## config.mk

```make
export PLATFORM = sky130hd
export DESIGN_NAME = sxa_alu
export DESIGN_NICKNAME = d
export VERILOG_FILES = /design/src/sxa_alu.v
export VERILOG_INCLUDE_DIRS = /design/src
export SDC_FILE = /design/constraint.sdc
export NUM_CORES = 1
export LEC_CHECK = 0
export ABC_AREA = 0
export BUFFER_PORTS_ARGS = -buffer_cell sky130_fd_sc_hd__buf_2
export CAP_MARGIN = 30
export CORE_MARGIN = 10
export CORE_UTILIZATION = 51
export CTS_CLUSTER_DIAMETER = 30
export DETAILED_ROUTE_END_ITERATION = 16
export GPL_TIMING_DRIVEN = 0
export PLACE_DENSITY = 0.87
export SETUP_SLACK_MARGIN = 0.02
export SLEW_MARGIN = 20
export SYNTH_ARGS = -nofsm -noshare
export SYNTH_HDL_FRONTEND = slang
export SYNTH_SLANG_ARGS = --single-unit
```

## constraint.sdc

```tcl
create_clock -name clk -period 4.8 [get_ports clk]
set_input_delay 0.24 -clock clk [delete_from_list [all_inputs] [get_ports clk]]
set_output_delay 0.24 -clock clk [all_outputs]
set_load 0.02 [all_outputs]
```

## src/sxa_alu_map.vh

```
// constants for the subtract/exclusive-or datapath
`ifndef SXA_ALU_MAP_VH
`define SXA_ALU_MAP_VH
// op select codes (one-hot, except none which is zero)
`define SXA_OP_NONE 3'h0
`define SXA_OP_SUB_FILE_WITH_BORROW 3'h1
`define SXA_OP_XOR_LITERAL_TO_ACC 3'h2
`define SXA_OP_XOR_ACC_WITH_FILE 3'h4
// destination select values
`define SXA_DEST_ACC 1'h0
`define SXA_DEST_FILE 1'h1
// flag vector positions {zero, digit carry, carry}
`define SXA_FLAG_C 0
`define SXA_FLAG_DC 1
`define SXA_FLAG_Z 2
// reset values
`define SXA_ACC_RST 8'h00
`define SXA_FLAGS_RST 3'h0
`endif

```

## src/sxa_alu.v

```verilog
// subtract-with-borrow and exclusive-or datapath for an 8-bit core
`timescale 1ns/10ps
`include "sxa_alu_map.vh"
module sxa_alu (
   // clock and reset
   input wire clk,
   input wire rstn,
   // instruction from decoder
   input wire opValid,
   input wire [2:0] opSel,
   input wire destSel,
   input wire [7:0] literal,
   // file register read data
   input wire [7:0] fileRdData,
   // file register write back
   output reg fileWrEn,
   output reg [7:0] fileWrData,
   // accumulator and status
   output wire [7:0] accOut,
   output wire carryFlag,
   output wire digitCarryFlag,
   output wire zeroFlag
);

   // =========================================
   // sizes
   localparam DATA_W = 8;
   localparam NIB_W = 4;
   localparam FLAG_W = 3;

   // =========================================
   // state
   reg [7:0] acc_q;
   reg [7:0] acc_d;
   reg [FLAG_W-1:0] flags_q;
   reg [FLAG_W-1:0] flags_d;
   reg fileWrEn_d;
   reg [7:0] fileWrData_d;

   // =========================================
   // decode helpers
   // ops that read their operand from the file register
   function isFileOp;
      input [2:0] code;
      begin
         case (code)
            `SXA_OP_SUB_FILE_WITH_BORROW: begin
               isFileOp = 1'h1;
            end
            `SXA_OP_XOR_ACC_WITH_FILE: begin
               isFileOp = 1'h1;
            end
            default: begin
               isFileOp = 1'h0;
            end
         endcase
      end
   endfunction

   // ops carried out here, all other codes are ignored
   function isKnownOp;
      input [2:0] code;
      begin
         case (code)
            `SXA_OP_SUB_FILE_WITH_BORROW: begin
               isKnownOp = 1'h1;
            end
            `SXA_OP_XOR_LITERAL_TO_ACC: begin
               isKnownOp = 1'h1;
            end
            `SXA_OP_XOR_ACC_WITH_FILE: begin
               isKnownOp = 1'h1;
            end
            default: begin
               isKnownOp = 1'h0;
            end
         endcase
      end
   endfunction

   // destination bit points at the file register
   function destIsFile;
      input dest;
      begin
         destIsFile = (dest == `SXA_DEST_FILE);
      end
   endfunction

   // =========================================
   // instruction decode
   wire opTaken;
   wire opSub;
   wire opXorLit;
   wire writeFile;
   wire writeAcc;
   assign opTaken = opValid & isKnownOp(opSel);
   assign opSub = opTaken & (opSel == `SXA_OP_SUB_FILE_WITH_BORROW);
   assign opXorLit = opTaken & (opSel == `SXA_OP_XOR_LITERAL_TO_ACC);
   // destination bit only steers the file register ops
   assign writeFile = opTaken & isFileOp(opSel)
      & destIsFile(destSel);
   assign writeAcc = opXorLit | (opTaken & isFileOp(opSel)
      & ~destIsFile(destSel));

   // =========================================
   // subtract with borrow as a ripple borrow chain
   wire [DATA_W:0] borrowChain;
   wire [DATA_W-1:0] diffBits;
   wire noBorrow;
   wire noNibBorrow;
   wire diffZero;
   genvar i;
   // a clear carry means one more is owed
   assign borrowChain[0] = ~flags_q[`SXA_FLAG_C];
   generate
      for (i = 0; i < DATA_W; i = i + 1) begin : g_sub
         assign diffBits[i] = fileRdData[i] ^ acc_q[i] ^ borrowChain[i];
         assign borrowChain[i + 1] = (~fileRdData[i] & acc_q[i])
            | (~fileRdData[i] & borrowChain[i])
            | (acc_q[i] & borrowChain[i]);
      end
   endgenerate
   assign noBorrow = ~borrowChain[DATA_W];
   assign noNibBorrow = ~borrowChain[NIB_W];
   assign diffZero = (diffBits == 8'h00);

   // =========================================
   // exclusive or against literal or file operand
   wire [DATA_W-1:0] xorOperand;
   wire [DATA_W-1:0] xorBits;
   assign xorOperand = opXorLit ? literal : fileRdData;
   generate
      for (i = 0; i < DATA_W; i = i + 1) begin : g_xor
         assign xorBits[i] = acc_q[i] ^ xorOperand[i];
      end
   endgenerate

   // =========================================
   // result select
   wire [DATA_W-1:0] opResult;
   assign opResult = opSub ? diffBits : xorBits;

   // =========================================
   // next accumulator
   always @* begin
      acc_d = acc_q;
      if (writeAcc) begin
         acc_d = opResult;
      end
   end

   // =========================================
   // next flags, exclusive or leaves them alone
   always @* begin
      flags_d = flags_q;
      if (opSub) begin
         flags_d[`SXA_FLAG_C] = noBorrow;
         flags_d[`SXA_FLAG_DC] = noNibBorrow;
         flags_d[`SXA_FLAG_Z] = diffZero;
      end
   end

   // =========================================
   // next file write back, a one-cycle strobe
   always @* begin
      fileWrEn_d = 1'h0;
      fileWrData_d = fileWrData;
      if (writeFile) begin
         fileWrEn_d = 1'h1;
         fileWrData_d = opResult;
      end
   end

   // =========================================
   // registers
   // accumulator
   always @(posedge clk) begin
      if (!rstn) begin
         acc_q <= `SXA_ACC_RST;
      end else begin
         acc_q <= acc_d;
      end
   end

   // status flags
   always @(posedge clk) begin
      if (!rstn) begin
         flags_q <= `SXA_FLAGS_RST;
      end else begin
         flags_q <= flags_d;
      end
   end

   // write strobe
   always @(posedge clk) begin
      if (!rstn) begin
         fileWrEn <= 1'h0;
      end else begin
         fileWrEn <= fileWrEn_d;
      end
   end

   // write data, held between writes
   always @(posedge clk) begin
      if (!rstn) begin
         fileWrData <= 8'h00;
      end else begin
         fileWrData <= fileWrData_d;
      end
   end

   // =========================================
   // outputs
   assign accOut = acc_q;
   assign carryFlag = flags_q[`SXA_FLAG_C];
   assign digitCarryFlag = flags_q[`SXA_FLAG_DC];
   assign zeroFlag = flags_q[`SXA_FLAG_Z];

endmodule

```

==> out/qor.csv <==
metric,value,unit
cap_violations,0,
grt_overflow,0,
final_antenna_net_count,0,
antenna_found_initial,0,
area_growth,19.0,%
yosys.area.top_type,dfxtp_1,
vias,1322,
grt_max_degree,11,
portBuffers,42,
avgSynthCellArea,9.72,um2
syn_nets,178,
synth_top_area_share,28.0,%
synth_ff_type,dfxtp_1,
hp-class,primary input to register,
cts_buffers,3,
hold_violations,0,
viasPerCell,5.93,
yosysWarnings,0,
ys_types,35,
mostFrequentLayoutCells,"buf_2 (45), dfxtp_1 (20), inv_1 (14)",
die_area,5320,um2
yosys-mux-area-fraction,14.8,%
path_class,register to register,
cts_max_path_buffers,2,
clkSlewWorstSetupHoldPaths,0.11,ns
ys_async_sr_fraction,0,%
grt_pass1_wl,6460,um
cts_root_buf,clkbuf_4,
diodes,0,
cts_setup_buffers,0,
worst-path-max-fanout,3,
drc,0,
period_minus_slack,4.16,ns
cp-end-kind,register,
grt_pass1_vias,1386,
synth_top_family_by_area,compound AO/OA/AOI/OAI gates,
reg2reg_slack,0.64,ns
crit_arrival,4.39,ns
wl_per_cell,17.1,um
yosys.area_share.simple,15.3,%
synth_xor_area_share,5.52,%
yosysSeqAreaShare,28.0,%
wirelength,3820,um
layout.nets,225,
status,finished clean,
final_common_cell,buf_2,
startpoint_type,register,
synth_compound_area_share,18.6,%
core_area,2710,um2
ctsResizeCount,0,
grt_usage,14.9,%
slew_headroom,71.9,%
timing.final.max_slew_violations,0,
synth_area,1430,um2
clk_latency,0.30,ns
hold_ws,0.360,ns
cts.sink_count,20,
syn-instance-count,147,
hpwl,3110,um
p_leak,0.832,nW
synthTopCellsByArea,"dfxtp_1 (28%), fa_1 (11%), mux2i_1 (5.6%)",
tns,0,ns
layout-drive-gt1-share,32.8,%
drt_iter0_drc,76,
rsz0062_at_grt,false,
dr.pass1.iters,4,
fin_crit_sh,86.7,%
die_x,72.9,um
start_util,52.7,%
vdd_drop_max,128,uV
setup_viol,0,
worstMarginPinSlew,0.422,ns
required,5.02,ns
finClkSkew,0.00409,ns
stdcell_area,1700,um2
cts_max_level,1,
max_freq,0.240,GHz
synth_adder_area_share,11.2,%
synth_edf_count,0,
globalplace.congestion,0.894,
rows,19,
ios,43,
postPlaceCellArea,1680,um2
die_h,72.9,um
hold_buffers,0,
ys_ff_latch,20,
cts_tree,built,
power_density,208,nW/um2
==> cells by family after synthesis <==
| group | count (synthesis) |
|---|---|
| compound gates | 36 |
| xor+xnor | 9 |
| fa+ha+maj | 8 |
| buf+inv | 20 |
| flops | 20 |
| mux | 18 |
| simple gates | 36 |
==> worst paths after layout <==
kind | to | cells past startpoint | startpoint
worst max-delay path | fileWrData[7] | 13 | flags_q[0]
worst min-delay path | accOut[3] | 3 | literal[3]
worst max register to register | fileWrData[7] | 13 | flags_q[0]
worst min register to register | fileWrData[5] | 2 | fileWrData[5]
==> sequential cells by signal, summed over array words and instances, names as in the netlist <==
register	flops
flags_q	3
accOut	8
fileWrData	8
fileWrEn	1
==> final cells by class <==
cell class	count	area, um2
fill	238	1010
multi-input combinational	107	935
sequential	20	400
timing repair buffer	42	210
inverter	14	52.6
buffer	6	41.3
tap	31	38.8
clock buffer	3	22.5
==> critical path, stage by stage (launching register included) <==
cell and delay (ns):
dfxtp_1 0.37, inv_1 0.06, fa_1 0.35, inv_1 0.08, fa_1 0.17, inv_1 0.06
fa_1 0.38, fa_1 0.43, fa_1 0.43, fa_1 0.39, fa_1 0.39, fa_1 0.50
or3_1 0.39, o211ai_1 0.09
==> power by group <==
part	internal (mW)	total, mW	switching [mW]
Combinational	0.0432	0.0965	0.0533
Sequential	0.171	0.176	0.00557
Clock	0.0293	0.0805	0.0512
Total	0.243	0.353	0.110
==> metrics by stage <==
step / setup slack [ns] / utilization [%] / cells / total power [mW]
floorplan: 0.791 / - / 147 / 0.240
global placement: 0.653 / 61.9 / 220 / 0.271
detailed placement: 0.613 / 61.9 / 220 / 0.275
CTS: 0.624 / 62.7 / 223 / 0.356
global route: 0.417 / 62.7 / 223 / 0.371
finish: 0.638 / 62.7 / 223 / 0.353
==> metal layers <==
| metal | GRT usage [%] | routed length [um] | vias up |
|---|---|---|---|
| met5 | 0 | 0 | - |
| met4 | 6.75 | 70 | 0 |
| met3 | 4.49 | 391 | 12 |
| met2 | 25.1 | 1950 | 65 |
| met1 | 16.8 | 1410 | 618 |
| li1 | - | - | 627 |
==> cells in the mapped netlist, types with 5 or more instances <==
| library cell | number |
|---|---|
| or3_1 | 6 |
| xnor2_1 | 8 |
| mux2i_1 | 8 |
| a21o_1 | 7 |
| fa_1 | 8 |
| nand3_1 | 8 |
| nor2_1 | 7 |
| o32ai_1 | 7 |
| dfxtp_1 | 20 |
| mux2_4 | 5 |
| o21ai_1 | 5 |
| o21ai_0 | 5 |
| inv_1 | 14 |
| o211ai_1 | 6 |
Power figures use the tool's default switching activity.
